==> src/inc/rom_bank_pkg.sv <==
// Purpose: Shared constants, types and helpers for the ROM bank and table address block.
// Assumes: Register indexes are multiplied by four to give AHB byte addresses.
// Notes: Bank window is 8192 words; the address width is cut per variant.
//
// Operation
// - Current table address is high[1:0], mid[7:0], low[7:0] from msb to lsb, with no bank bits.
// - Table address width is a variant parameter of 18, 17, 16 or 15 bits.
// - Program ROM is split into 8192-word banks, 32/24/16/12/8/4 banks per variant.
// - A written bank pointer takes effect only after a jump, call or interrupt.
// - Bank pointer value N selects word addresses N*2000h through N*2000h+1FFFh.
// - Only the low five, four, three or two bank pointer bits take effect.
// - Bank pointer is an 8-bit register at data-memory location 2DH.
// - Two table reads: full pointer, or last page of the selected bank.
// - Low byte goes to the destination; high byte goes to a read-only register.
// - Every table read completes in two cycles.
package rom_bank_pkg;
    localparam int ROM_ADDR_W = 18;
    localparam int PAGE_BITS = 13;
    localparam int BANK_SEL_W = 5;
    localparam int TBL_CYCLES = 2;
    localparam logic [4:0] LAST_PAGE_SEL = 5'h1F;
    localparam logic [7:0] IDX_TBL_LOW = 8'h07;
    localparam logic [7:0] IDX_TBL_HIGH_BYTE = 8'h08;
    localparam logic [7:0] IDX_TBL_MID = 8'h2B;
    localparam logic [7:0] IDX_TBL_HIGH = 8'h2C;
    localparam logic [7:0] IDX_BANK = 8'h2D;
    localparam logic [7:0] IDX_CMD = 8'h40;
    localparam logic [7:0] IDX_RESULT = 8'h41;
    localparam logic [7:0] IDX_STATUS = 8'h42;
    localparam logic [7:0] RST_TBL_PTR = 8'h00;
    localparam logic [7:0] RST_BANK = 8'h00;
    localparam int CMD_START_BIT = 0;
    localparam int CMD_LAST_PAGE_BIT = 1;
    localparam int STATUS_BUSY_BIT = 0;
    localparam int STATUS_PEND_BIT = 1;
    localparam int STATUS_BANK_LSB = 8;
    localparam logic [1:0] HTRANS_NONSEQ = 2'h2;

    typedef struct packed {
        logic [7:0] high;
        logic [7:0] mid;
        logic [7:0] low;
    } tbl_ptr_type;

    typedef enum logic [2:0] {
        ST_IDLE = 3'b001,
        ST_ADDR = 3'b010,
        ST_DATA = 3'b100
    } tbl_state_type;

    // Mask keeping only the low width bits of a ROM word address
    function automatic logic [ROM_ADDR_W-1:0] low_mask(input int width);
        logic [ROM_ADDR_W-1:0] m;
        m = '0;
        for (int i = 0; i < ROM_ADDR_W; i++) begin
            if (i < width) begin
                m[i] = 1'b1;
            end
        end
        return m;
    endfunction : low_mask

    // Register index of an AHB byte address
    function automatic logic [7:0] reg_index(input logic [31:0] addr);
        return addr[9:2];
    endfunction : reg_index
endpackage : rom_bank_pkg

==> src/logic/rom_addr_former.sv <==
// Purpose: Forms fetch and table-read ROM word addresses.
// Assumes: Bank and pointers are stable for the cycle in which they are sampled.
// Notes: Purely combinational; the caller registers the result.
`timescale 1ns/100ps
module rom_addr_former
    import rom_bank_pkg::*;
#(
    parameter int ADDR_WIDTH = 18
) (
    // Pointers and bank
    input wire tbl_ptr_type ptr,
    input wire logic [BANK_SEL_W-1:0] active_bank,
    input wire logic last_page,
    input wire logic [PAGE_BITS-1:0] pc_low,
    // Formed addresses
    output logic [ROM_ADDR_W-1:0] table_addr,
    output logic [ROM_ADDR_W-1:0] fetch_addr
);
    wire [ROM_ADDR_W-1:0] width_mask = low_mask(ADDR_WIDTH);
    wire [ROM_ADDR_W-1:0] cur_addr = {ptr.high[1:0], ptr.mid[7:5], ptr.mid[4:0], ptr.low};
    wire [ROM_ADDR_W-1:0] page_addr = {active_bank, LAST_PAGE_SEL, ptr.low};

    // Upper pointer and bank bits vanish under the variant mask
    assign table_addr = width_mask & (last_page ? page_addr : cur_addr);
    assign fetch_addr = width_mask & {active_bank, pc_low};
endmodule : rom_addr_former

==> src/logic/rom_bank_table.sv <==
// Purpose: ROM bank selection and table-read sequencing behind an AHB-Lite register slave.
// Assumes: Program ROM is synchronous with one cycle of read latency; CPU ports are on hclk.
// Notes: A table read takes the ROM port for two cycles; fetch_stall tells the sequencer.
//
// Decided for this implementation: register access over AHB-Lite.
`timescale 1ns/100ps
module rom_bank_table
    import rom_bank_pkg::*;
#(
    parameter int ADDR_WIDTH = 18,
    parameter int BANK_COUNT = 32
) (
    // Clock and reset
    input wire logic hclk,
    input wire logic hresetn,
    // AHB-Lite slave
    input wire logic hsel,
    input wire logic [31:0] haddr,
    input wire logic [1:0] htrans,
    input wire logic hwrite,
    input wire logic [2:0] hsize,
    input wire logic [31:0] hwdata,
    input wire logic hready,
    output logic [31:0] hrdata,
    output logic hreadyout,
    output logic hresp,
    // CPU sequencer
    input wire logic branch_done,
    input wire logic [PAGE_BITS-1:0] pc_low,
    input wire logic tbl_req,
    input wire logic tbl_last_page,
    output logic tbl_busy,
    output logic fetch_stall,
    output logic tbl_done,
    output logic [7:0] tbl_low_byte,
    output logic [7:0] table_high_byte,
    // Program ROM
    output logic [ROM_ADDR_W-1:0] rom_addr,
    input wire logic [15:0] rom_data
);
    tbl_ptr_type ptr;
    logic [7:0] rom_bank_select;
    logic [BANK_SEL_W-1:0] active_bank;
    tbl_state_type state;
    logic wr_pend;
    logic [7:0] wr_idx;
    logic sw_pend;
    logic sw_kind;
    logic [31:0] rd_value;
    logic [ROM_ADDR_W-1:0] table_addr;
    logic [ROM_ADDR_W-1:0] fetch_addr;

    // Registers that plain data writes may overwrite
    function automatic logic is_rw(input logic [7:0] idx);
        return idx == IDX_TBL_LOW || idx == IDX_TBL_MID || idx == IDX_TBL_HIGH || idx == IDX_BANK;
    endfunction : is_rw

    // Bus decode
    wire addr_phase = hsel && hready && htrans == HTRANS_NONSEQ;
    wire addr_ok = haddr[31:10] == 22'h000000 && haddr[1:0] == 2'h0;
    wire [7:0] addr_idx = addr_ok ? reg_index(haddr) : 8'hFF;
    wire we_low = wr_pend && wr_idx == IDX_TBL_LOW;
    wire we_mid = wr_pend && wr_idx == IDX_TBL_MID;
    wire we_high = wr_pend && wr_idx == IDX_TBL_HIGH;
    wire we_bank = wr_pend && wr_idx == IDX_BANK;
    wire we_cmd = wr_pend && wr_idx == IDX_CMD && hwdata[CMD_START_BIT];
    wire fwd = wr_pend && wr_idx == addr_idx && is_rw(addr_idx);

    assign hreadyout = 1'b1;
    assign hresp = 1'b0;

    // Table-read sequencing
    wire idle = state == ST_IDLE;
    wire start = idle && (tbl_req || sw_pend);
    wire start_kind = tbl_req ? tbl_last_page : sw_kind;
    wire sw_taken = start && !tbl_req;
    wire next_sw_pend = we_cmd || (sw_pend && !sw_taken);
    wire [BANK_SEL_W-1:0] bank_eff = rom_bank_select[BANK_SEL_W-1:0];
    wire tbl_state_type next_state = start ? ST_ADDR : (state == ST_ADDR ? ST_DATA : ST_IDLE);
    wire [ROM_ADDR_W-1:0] next_rom_addr = start ? table_addr : (state == ST_ADDR ? rom_addr : fetch_addr);

    assign tbl_busy = !idle;
    assign fetch_stall = !idle || start;

    rom_addr_former #(
        .ADDR_WIDTH(ADDR_WIDTH)
    ) u_former (
        .ptr(ptr),
        .active_bank(active_bank),
        .last_page(start_kind),
        .pc_low(pc_low),
        .table_addr(table_addr),
        .fetch_addr(fetch_addr)
    );

    always_comb begin
        rd_value = 32'h00000000;
        unique case (addr_idx)
            IDX_TBL_LOW: rd_value[7:0] = ptr.low;
            IDX_TBL_MID: rd_value[7:0] = ptr.mid;
            IDX_TBL_HIGH: rd_value[7:0] = ptr.high;
            IDX_BANK: rd_value[7:0] = rom_bank_select;
            IDX_TBL_HIGH_BYTE: rd_value[7:0] = table_high_byte;
            IDX_RESULT: rd_value[7:0] = tbl_low_byte;
            IDX_CMD: rd_value[CMD_LAST_PAGE_BIT] = sw_kind;
            IDX_STATUS: rd_value = {16'h0000, {(8-BANK_SEL_W){1'b0}}, active_bank, 6'h00, sw_pend, tbl_busy};
            default: rd_value = 32'h00000000;
        endcase
        // Back-to-back write then read of one pointer or bank register sees the new value
        if (fwd) begin
            rd_value = {24'h000000, hwdata[7:0]};
        end
    end

    always_ff @(posedge hclk or negedge hresetn) begin
        if (!hresetn) begin
            wr_pend <= 1'b0;
            wr_idx <= 8'h00;
            hrdata <= 32'h00000000;
        end else begin
            wr_pend <= addr_phase && hwrite;
            wr_idx <= addr_idx;
            if (addr_phase && !hwrite) begin
                hrdata <= rd_value;
            end
        end
    end

    always_ff @(posedge hclk or negedge hresetn) begin
        if (!hresetn) begin
            ptr <= {RST_TBL_PTR, RST_TBL_PTR, RST_TBL_PTR};
            rom_bank_select <= RST_BANK;
        end else begin
            if (we_low) begin
                ptr.low <= hwdata[7:0];
            end
            if (we_mid) begin
                ptr.mid <= hwdata[7:0];
            end
            if (we_high) begin
                ptr.high <= hwdata[7:0];
            end
            if (we_bank) begin
                rom_bank_select <= hwdata[7:0];
            end
        end
    end

    // Fetch bank moves only at a completed jump, call or interrupt entry
    always_ff @(posedge hclk or negedge hresetn) begin
        if (!hresetn) begin
            active_bank <= RST_BANK[BANK_SEL_W-1:0];
        end else if (branch_done) begin
            active_bank <= bank_eff;
        end
    end

    always_ff @(posedge hclk or negedge hresetn) begin
        if (!hresetn) begin
            sw_pend <= 1'b0;
            sw_kind <= 1'b0;
        end else begin
            sw_pend <= next_sw_pend;
            if (we_cmd) begin
                sw_kind <= hwdata[CMD_LAST_PAGE_BIT];
            end
        end
    end

    always_ff @(posedge hclk or negedge hresetn) begin
        if (!hresetn) begin
            state <= ST_IDLE;
            rom_addr <= '0;
        end else begin
            state <= next_state;
            rom_addr <= next_rom_addr;
        end
    end

    // The high byte is only ever loaded by a table read, never by the bus
    always_ff @(posedge hclk or negedge hresetn) begin
        if (!hresetn) begin
            tbl_done <= 1'b0;
            tbl_low_byte <= 8'h00;
            table_high_byte <= 8'h00;
        end else begin
            tbl_done <= state == ST_DATA;
            if (state == ST_DATA) begin
                tbl_low_byte <= rom_data[7:0];
                table_high_byte <= rom_data[15:8];
            end
        end
    end

    // Named copy of the variant mask so assertions can slice it
    wire [ROM_ADDR_W-1:0] addr_mask = low_mask(ADDR_WIDTH);
endmodule : rom_bank_table

==> config.mk <==
export PLATFORM = sky130hd
export DESIGN_NAME = rom_bank_table
export DESIGN_NICKNAME = d
export VERILOG_FILES = /design/src/inc/rom_bank_pkg.sv /design/src/logic/rom_addr_former.sv /design/src/logic/rom_bank_table.sv
export SDC_FILE = /design/constraint.sdc
export NUM_CORES = 1
export LEC_CHECK = 0
export BUFFER_PORTS_ARGS = -buffer_cell sky130_fd_sc_hd__buf_2
export CAP_MARGIN = 25
export CORE_ASPECT_RATIO = 1.75
export CORE_MARGIN = 5
export CORE_UTILIZATION = 33
export CTS_CLUSTER_SIZE = 16
export DETAILED_ROUTE_END_ITERATION = 10
export PLACE_DENSITY = 0.68
export SETUP_SLACK_MARGIN = 0.2
export SLEW_MARGIN = 20
export SYNTH_ARGS = -nofsm -noshare
export SYNTH_HDL_FRONTEND = slang
export SYNTH_SLANG_ARGS = --single-unit
==> constraint.sdc <==
create_clock -name hclk -period 4.4 [get_ports hclk]
set_clock_uncertainty 0.15 [all_clocks]
set_input_delay 0.88 -clock hclk [delete_from_list [all_inputs] [get_ports hclk]]
set_output_delay 0.88 -clock hclk [all_outputs]
set_load 0.005 [all_outputs]
---- Word level (Yosys, flattened, before mapping) ----
Cells that the tools add are included.
operators by class
  equality and inequality tests ........... 19
  multiplexer cells ....................... 12
  reduce and logical (&&, ||, !) cells .... 28
operators by type and width
  operator                                       count
  two-way mux 18 bit                             3
  == test 8 x 6 -> 1 bit, second input constant  6
  one-hot mux 6 bit (6 select lines)             1
  == test 8 x 7 -> 1 bit, second input constant  4
  two-way mux 32 bit                             1
  zero test 22 bit                               1
  == test 8 x 3 -> 1 bit, second input constant  2
  logical AND 1 bit                              16
  == test 8 x 4 -> 1 bit, second input constant  1
  == test 8 bit                                  1
  two-way mux 8 bit                              1
  one-hot mux 1 bit (8 select lines)             1
  one-hot mux 1 bit (7 select lines)             1
  logical OR 1 bit                               6
  two-way mux 3 bit                              2
  two-way mux 5 bit                              1
  zero test 1 bit                                4
  == test 3 x 1 -> 1 bit, second input constant  1
  == test 3 x 2 -> 1 bit, second input constant  1
  == test 3 bit, second input constant           1
  == test 2 bit, second input constant           1
  zero test 2 bit                                1
  inequality test 2 bit, second input constant   1
  two-way mux 1 bit                              1
storage, ports and cells
  bits in registers ....................... 118
  bits of input ports ..................... 106
  output and inout bits ................... 71
  logic and storage cells ................. 74

---- Longest topological paths before layout ----
Gate-level depths: netlist of the first run.
  depth after elaboration ................. 9
  depth in mapped cells ................... 9
  depth with buffers taken out ............ 7

---- Modules after synthesis ----
Synthesis of the first run repeated with hierarchy kept, for this count alone.
second synthesis, totals
  cell total of the unflattened synthesis .. 491
  area total of the unflattened synthesis .. 5243.8 um2
by module, submodules not included
  module           instances  cells an instance  area an instance (um2)  sequential area each (um2)
  rom_bank_table   1          454                4931.0                  2478.6
  rom_addr_former  1          37                 312.8                   0.0

---- Worst setup path after synthesis of the first run ----
No wires, ideal clock.
  kind .................................... input to register
  start point ............................. in haddr[28]
  end point ............................... reg hrdata[1]
  library setup time ...................... 0.087 ns
  arrival ................................. 3.016 ns
  required time ........................... 4.163 ns
  setup slack ............................. 1.147 ns
  stages on the path ...................... 8
  path buffers ............................ 1
  path through ............................ nor4_2 nand4_2 or3_4 o32a_1 a2111o_1 buf_6 and3_4 a211oi_2
on the way
  longest elaborated chain between the ends .. 9
  elaborated cells on any way between the ends .. 19
  classes of those cells .................. 9 x eq/ne; 3 x mux; 7 x reduce/logical
ends and longest elaborated chain
  item                                                            line                   RTL
  start: declaration                                              rom_bank_table.sv:18   input wire logic [31:0] haddr,
  zero test 22 bit (*)                                            rom_bank_table.sv:60   wire addr_ok = haddr[31:10] == 22'h000000 && haddr[1:0] == 2'h0;
  logical AND 1 bit (*)                                           rom_bank_table.sv:60
  two-way mux 8 bit (*)                                           rom_bank_table.sv:61   wire [7:0] addr_idx = addr_ok ? reg_index(haddr) : 8'hFF;
  net addr_idx[3]                                                 rom_bank_table.sv:61
  branches (longest 5 deep; another with == test 8 x 7 -> 1 bit)  n/a
  two-way mux 32 bit (*)                                          rom_bank_table.sv:110  if (fwd) begin
  end signal: assignment                                          rom_bank_table.sv:124  hrdata <= rd_value;
  end: declaration                                                rom_bank_table.sv:24   output logic [31:0] hrdata,
Mark *: on every way through the listed nets, which the timed path passes.
A chain may end at the register's enable or synchronous reset.

---- Worst setup path after layout of the first run ----
  start point ............................. in haddr[21]
  end point ............................... reg hrdata[7]
on the way
  longest elaborated chain between the ends .. 9
  elaborated cells on any way between the ends .. 17
  classes of those cells .................. 7 x eq/ne; 3 x mux; 7 x reduce/logical
ends and longest elaborated chain
  item                                                                     line                                        RTL
  zero test 22 bit (*)                                                     rom_bank_table.sv:60
  logical AND 1 bit (*)                                                    rom_bank_table.sv:60
  two-way mux 8 bit (*)                                                    rom_bank_table.sv:61
  net addr_idx[3]                                                          rom_bank_table.sv:61
  == test 8 x 3 -> 1 bit / == test 8 x 6 -> 1 bit (equally long branches)  rom_bank_table.sv:55, rom_bank_table.sv:98
  logical OR 1 bit (3 in series)                                           rom_bank_table.sv:55                        return idx == IDX_TBL_LOW || idx == IDX_TBL_MID || idx == IDX_TBL_HIGH || idx == IDX_BANK;
  logical AND 1 bit                                                        rom_bank_table.sv:67                        wire fwd = wr_pend && wr_idx == addr_idx && is_rw(addr_idx);
  two-way mux 32 bit (*)                                                   rom_bank_table.sv:110
Mark *: on every way through the listed nets, which the timed path passes. The rest lies on a longest branch.

==> flow_summary.toml, run 1 <==
[outcome]
status = "completed"

[drt]
viasPerCell = 5.198
drtPass1Iterations = 5
first_iter_violations = 203
met3_length_um = 629
wl_met2_um = 7858
finalWirelength_um = 13900
drt.antenna.violating_nets = 0
highest_layer = "met4"
wl_met1_um = 4857
drc = 0
post_drt_wl_per_cell_um = 18.88
via_count = 3826

[worst_setup_path]
worstPathRequired_ns = 4.50
r2r_start = "state[0]$_DFF_PN1_"
cp-startpoint = "haddr[21]"
setup.worst_path.start_class = "input pin"
slowest_stage = "a2111o_1"
slowest_delay_ns = 0.63
path_class = "input pin to register"
crit_arrival_ns = 3.47
worstPathCellList = "buf_2 -> nor4_4 -> nand2_2 -> or3_4 -> o32a_1 -> a2111o_1 -> and3_1 -> o31ai_1"
cp_max_fo = 17
crit_path_end_kind = "register"

[clock_network]
htree_levels = 3
post-cts-setup-buffers = 0
cts_tree = "yes"
numCtsBuffers = 9
numClockSinks = 99
root_buffer = "clkbuf_16"
ctsHoldBuffers = 0
clk_path_buf_depth = 2
cts.repair.resized = 0
clk_latency_ns = 0.34
path_clk_slew_ns = 0.07

[cells_and_area]
regArea_sq_um = 2479
multi_input_area_sq_um = 2180
fillers = 1411
drive_above_1_share_pct = 42.27
fin_nets = 657
area_growth_pct = 22.33
final_core_utilization_pct = 41.17
n_antenna_cell = 0

[timing]
finalMaxSlewViolations = 0
rsz0062_at_grt = "no"
worst_pin_slew_ns = 0.9164
tns_ns = 0
hold_violations = 0
max-slew-margin-rel_pct = 38.34
setup_viol = 0
period_minus_slack_ns = 3.369
fin_crit_sh_pct = 76.57
max_freq_mhz = 296.8

[synthesis]
synth.avg_cell_area_sq_um = 11.46
yosysWarnings = 0
ys.flop_type = "dfrtp_1"
ys_top_cells_by_count = "dfrtp_1 (98), mux2_2 (61), nand2_1 (42)"
yosys-top-cells-area = "dfrtp_1 (51%), mux2_2 (14%), mux2i_1 (3.3%)"
synth_area_leader_cell = "dfrtp_1"
synth_area_sq_um = 4836
ys_ff_latch = 99
ys_seq_area_share_pct = 51.25
ys_types = 54
yosysMostFrequentCell = "dfrtp_1"
synth_edf_count = 0
async_reset_ff_share_pct = 100.0
synth_top_area_share_pct = 50.71
netlist_instances = 422

[run]
cap_violations = 0

[place]
gp_congestion = 0.8378
port_buffers = 128
dp_hpwl_um = 10820

[die]
dieArea_sq_um = 17270
ios = 177
std_cell_rows = 58
die_h_um = 170.1
core_sq_um = 14370
die_w_um = 101.5
start_util_pct = 33.66

[grt]
grt_max_degree = 50
grt_first_pass_wirelength_um = 21270
first_global_vias = 3978
antenna_found_initial = 0
grt-ovfl-total = 0
grt_usage_pct = 16.18

[power]
ir_drop_mv = 0.2680
p_per_area_nw_per_um2 = 416.4
p_leak_nw = 2.708

[worst_hold_path]
hold_path.class = "input pin to async pin"
==> worst max-delay path: cells and delay by family <==
family / cells / cell delay [ns]
buffers and inverters: 1 / 0.11
AOI/OAI and AO/OA: 3 / 1.15
and+or+nand+nor: 4 / 1.30
==> flip-flops by register name, indices dropped and copies added, names as in the netlist <==
register / flops
active_bank: 5
hrdata: 13
ptr: 24
rom_addr: 18
rom_bank_select: 8
state: 3
sw_kind: 1
sw_pend: 1
table_high_byte: 8
tbl_done: 1
tbl_low_byte: 8
wr_idx: 8
wr_pend: 1
==> cell families after synthesis <==
logic type | Yosys count | synth area share, %
xor gates and xnor gates | 5 | 0.9055
buffers and inverters | 46 | 5.356
and+or+nand+nor | 126 | 15.03
AOI/OAI and AO/OA | 67 | 9.780
muxes | 77 | 17.52
other | 2 | 0.1553
DFF | 99 | 51.25
==> layout by cell type (no fill, tap or decap), types with 2 or more instances in the layout <==
master and count:
a222oi_1 6, a22oi_1 7, clkbuf_8 2, nor4_2 4
nor3b_2 2, or3_1 9, nor2b_1 3, dfrtp_1 98
and3_2 2, nor4_4 2, a21oi_1 3, buf_2 127
a22o_1 6, and2_1 2, mux2i_1 16, conb_1 21
a311oi_1 2, xor2_1 5, o31ai_1 5, nor3_1 6
nand3b_1 2, nor4_1 9, mux2_2 61, nand4_1 3
nand4b_1 2, nand3_1 6, inv_1 5, o21ai_0 22
nand2_1 42, o22ai_1 7, and3_1 4, nor2_1 17
buf_4 13, clkinv_2 4, clkbuf_16 9
==> power breakdown <==
part	switching, mW	internal (mW)	leakage [nW]
sequential	0.112	1.07	1.20
combinational	0.269	0.265	1.36
clock	0.337	0.410	0.141
==> worst paths after layout <==
path	end	slack, ns	cells after the start
max	hrdata[7]$_DFFE_PN0P_	1.03	8
min	rom_addr[0]$_DFFE_PN0N_	0.30	1
max reg2reg	rom_addr[13]$_DFFE_PN0N_	1.86	6
min reg2reg	hrdata[2]$_DFFE_PN0P_	0.33	2
max in group asynchronous	table_high_byte[6]$_DFFE_PN0P_	2.82	2
min in group hclk	hrdata[2]$_DFFE_PN0P_	0.33	2
==> final cells by class <==
type	instances	share of cell area, %
clock buffers	11	4.272
flip-flops and latches	99	41.90
well taps	180	3.807
clock inverters	5	0.4653
inverters	5	0.3173
multi-input cells	296	36.84
repair buffers	140	12.39
==> through the flow <==
step	area, sq um	total power, mW	instances	setup slack (ns)	hold slack [ns]
2_1_floorplan	4907	1.447	441	1.147	0.3226
3_3_place_gp	5635	1.716	720	0.6863	0.3099
3_5_place_dp	5635	1.746	720	0.6504	0.3133
4_1_cts	5916	2.494	736	1.013	0.3059
5_1_grt	5916	2.585	736	0.8359	0.3271
6_report	5916	2.463	736	1.031	0.3029
==> metal layers <==
| layer | global-route usage [%] | vias up |
|---|---|---|
| met2 | 30.07 | 121 |
| met1 | 16.78 | 1915 |
| met4 | 8.218 | 0 |
| met5 | 0 | - |
| met3 | 3.117 | 25 |
| li1 | - | 1765 |
Power figures use the tool's default switching activity.
==> run 2: changes to the inputs <==
--- a/config.mk
+++ b/config.mk
@@ -5,6 +5,7 @@
 export SDC_FILE = /design/constraint.sdc
 export NUM_CORES = 1
 export LEC_CHECK = 0
+export ABC_AREA = 1
 export BUFFER_PORTS_ARGS = -buffer_cell sky130_fd_sc_hd__buf_2
 export CAP_MARGIN = 25
 export CORE_ASPECT_RATIO = 1.75
@@ -12,7 +13,7 @@
 export CORE_UTILIZATION = 33
 export CTS_CLUSTER_SIZE = 16
 export DETAILED_ROUTE_END_ITERATION = 10
-export PLACE_DENSITY = 0.68
+export PLACE_DENSITY = 0.7
 export SETUP_SLACK_MARGIN = 0.2
 export SLEW_MARGIN = 20
 export SYNTH_ARGS = -nofsm -noshare
==> constraint.sdc (replaced) <==
create_clock -name hclk -period 2.8 [get_ports hclk]
set_clock_uncertainty 0.15 [all_clocks]
set_input_delay 0.56 -clock hclk [delete_from_list [all_inputs] [get_ports hclk]]
set_output_delay 0.56 -clock hclk [all_outputs]
set_load 0.005 [all_outputs]
==> flow_summary.toml, run 2 <==
[grt]
first_global_vias = 4780
grt-ovfl-total = 0
grt_first_pass_wirelength_um = 24000
grt_max_degree = 43
antenna_found_initial = 0
grt_usage_pct = 16.33

[timing]
tns_ns = 0
rsz0062_at_grt = "no"
hold_violations = 0
period_minus_slack_ns = 2.324
max_freq_mhz = 430.3
fin_crit_sh_pct = 83.01
finalMaxSlewViolations = 0
hold_slack_ns = 0.04544
worst_pin_slew_ns = 0.5661
setup_viol = 0
max-slew-margin-rel_pct = 62.15

[clock_network]
ctsHoldBuffers = 0
path_clk_slew_ns = 0.07
clk_latency_ns = 0.35
root_buffer = "clkbuf_16"
clk_path_buf_depth = 2
cts_tree = "yes"
htree_levels = 3
cts.repair.resized = 0
numClockSinks = 99
post-cts-setup-buffers = 0
numCtsBuffers = 9

[die]
core_sq_um = 15390
die_h_um = 175.4
start_util_pct = 33.50
die_w_um = 104.5
ios = 177
std_cell_rows = 60
dieArea_sq_um = 18320

[power]
p_switching_mw = 1.244
internal-power_mw = 2.650
pwr-share-comb_pct = 21.2
power_frac_seq_pct = 47.5
clockPowerShare_pct = 31.3
ir_drop_mv = 0.3371
p_per_area_nw_per_um2 = 618.6
netSwitchingFraction_pct = 31.96
p_leak_nw = 3.375

[worst_setup_path]
slowest_delay_ns = 0.27
r2r_start = "state[0]$_DFF_PN1_"
r2r-end = "rom_addr[15]$_DFFE_PN0N_"
worstPathRequired_ns = 2.94
setup.worst_path.start_class = "input pin"
worstPathCellList = "buf_2 -> nor2_1 -> nand2_1 -> nor2_4 -> nand3_2 -> nor2_2 -> nand2_1 -> nor2_4 -> buf_12 -> nand3_1 -> nand2_1 -> nor2_1 -> nand2_1 -> nand2_1 -> nand2_1 -> nand2_1 -> nand2_1"
path_class = "input pin to register"
crit_arrival_ns = 2.46
slowest_stage = "nor2_4"
cp_max_fo = 17
rrSetupSlack_ns = 0.59
ff2ff_path_depth = 7
cpMostUsedCell = "nand2_1"
crit_path_end_kind = "register"

[cells_and_area]
n_antenna_cell = 0
final_common_cell = "nand2_1"
largest_reg_flops = 24
top_regs = "ptr: 24 flops, rom_addr: 18 flops, hrdata: 13 flops"
mostFrequentLayoutCells = "nand2_1 (231), buf_2 (127), dfrtp_1 (98), nand3_1 (70), nor2_1 (58)"
design_area_sq_um = 6295
area_growth_pct = 22.08
top_register = "ptr"
fin_nets = 913
drive_above_1_share_pct = 24.26

[place]
dp_hpwl_um = 11660
placed_area_sq_um = 6012
gp_congestion = 0.8968
port_buffers = 128

[synthesis]
synth_edf_count = 0
ys_types = 32
synth.avg_cell_area_sq_um = 7.662
ys_seq_area_share_pct = 48.07
yosys-top-cells-area = "dfrtp_1 (48%), nand2_1 (17%), nand3_1 (6.8%)"
yosysMostFrequentCell = "nand2_1"
synth_top_area_share_pct = 47.56
yosysWarnings = 0
async_reset_ff_share_pct = 100.0
ys_ff_latch = 99
synth_area_leader_cell = "dfrtp_1"
netlist_instances = 673
ys_top_cells_by_count = "nand2_1 (231), dfrtp_1 (98), nand3_1 (70)"
ys.flop_type = "dfrtp_1"
synth_area_sq_um = 5156

[drt]
drc = 0
finalWirelength_um = 14740
post_drt_wl_per_cell_um = 14.77
via_count = 4758
drt.antenna.violating_nets = 0
viasPerCell = 4.768
drtPass1Iterations = 5
first_iter_violations = 300

[run]
cap_violations = 0

[worst_hold_path]
hold_path.class = "input pin to async pin"

[outcome]
status = "completed"
[run 2: cell count changes in the layout (fill, tap and decap cells not counted), moves of 8 or more]
cell	before	now
nand2_1	42	231
nand3_1	6	70
mux2_2	61	0
nor2_1	17	58
inv_1	5	43
o21ai_0	22	51
mux2i_1	16	0
nor2_2	0	9
or3_1	9	0
a31oi_1	0	8
inv_2	0	8
[run 2: kinds of logic after synthesis]
group | Yosys count | share of synthesized area, %
simple gates | 407 | 35.21
flops | 99 | 48.07
buf+inv | 89 | 8.590
compound gates | 74 | 7.644
xor+xnor | 2 | 0.3398
other cells | 2 | 0.1457
[run 2: critical path, delay by kind of cell]
kind	cells	cell delay (ns)
buf+inv	2	0.27
simple gates	15	1.61
[run 2: layer usage]
metal / part of all wire (%) / vias up / GRT usage (%)
met5: 0 / - / 0
met4: 4.0 / 0 / 7.509
met3: 5.2 / 41 / 3.053
met2: 53 / 176 / 29.44
met1: 38 / 2147 / 18.40
li1: - / 2394 / -
[run 2: layout make-up]
class | count | area [sq um]
clock buffer | 10 | 229.0
inverter | 51 | 191.4
clock inverter | 6 | 53.80
fill | 1585 | 9095
multi-input combinational | 504 | 2311
timing repair buffer | 142 | 798.3
tap | 186 | 232.7
sequential | 99 | 2479
[run 2: how the worst max path moves through the flow]
stage / startpoint / end / slack (ns)
5_1_grt: haddr[29] / hrdata[0]$_DFFE_PN0P_ / 0.21
3_5_place_dp: haddr[31] / hrdata[5]$_DFFE_PN0P_ / 0.09
3_3_place_gp: haddr[11] / hrdata[4]$_DFFE_PN0P_ / 0.12
2_1_floorplan: haddr[11] / hrdata[0]$_DFFE_PN0P_ / 0.50
6_report: haddr[31] / hrdata[0]$_DFFE_PN0P_ / 0.48
4_1_cts: haddr[31] / hrdata[5]$_DFFE_PN0P_ / 0.46
[run 2: through the flow]
step / utilization [%] / power, mW / cells / setup WS, ns
after floorplan: - / 2.248 / 692 / 0.4997
after global placement: 39.07 / 2.708 / 982 / 0.1206
after detailed placement: 39.07 / 2.734 / 982 / 0.09439
after CTS: 40.90 / 3.946 / 998 / 0.4580
after global routing: 40.90 / 4.133 / 998 / 0.2114
final: 40.90 / 3.894 / 998 / 0.4758
[run 2: power by group through the flow]
stage                     clock [mW]  sequential [mW]  combinational [mW]
after floorplan                    0             1.88               0.372
after global placement             0             1.88               0.827
after detailed placement           0             1.88               0.850
after CTS                       1.24             1.86               0.852
after global routing            1.30             1.89               0.944
final                           1.22             1.85               0.824
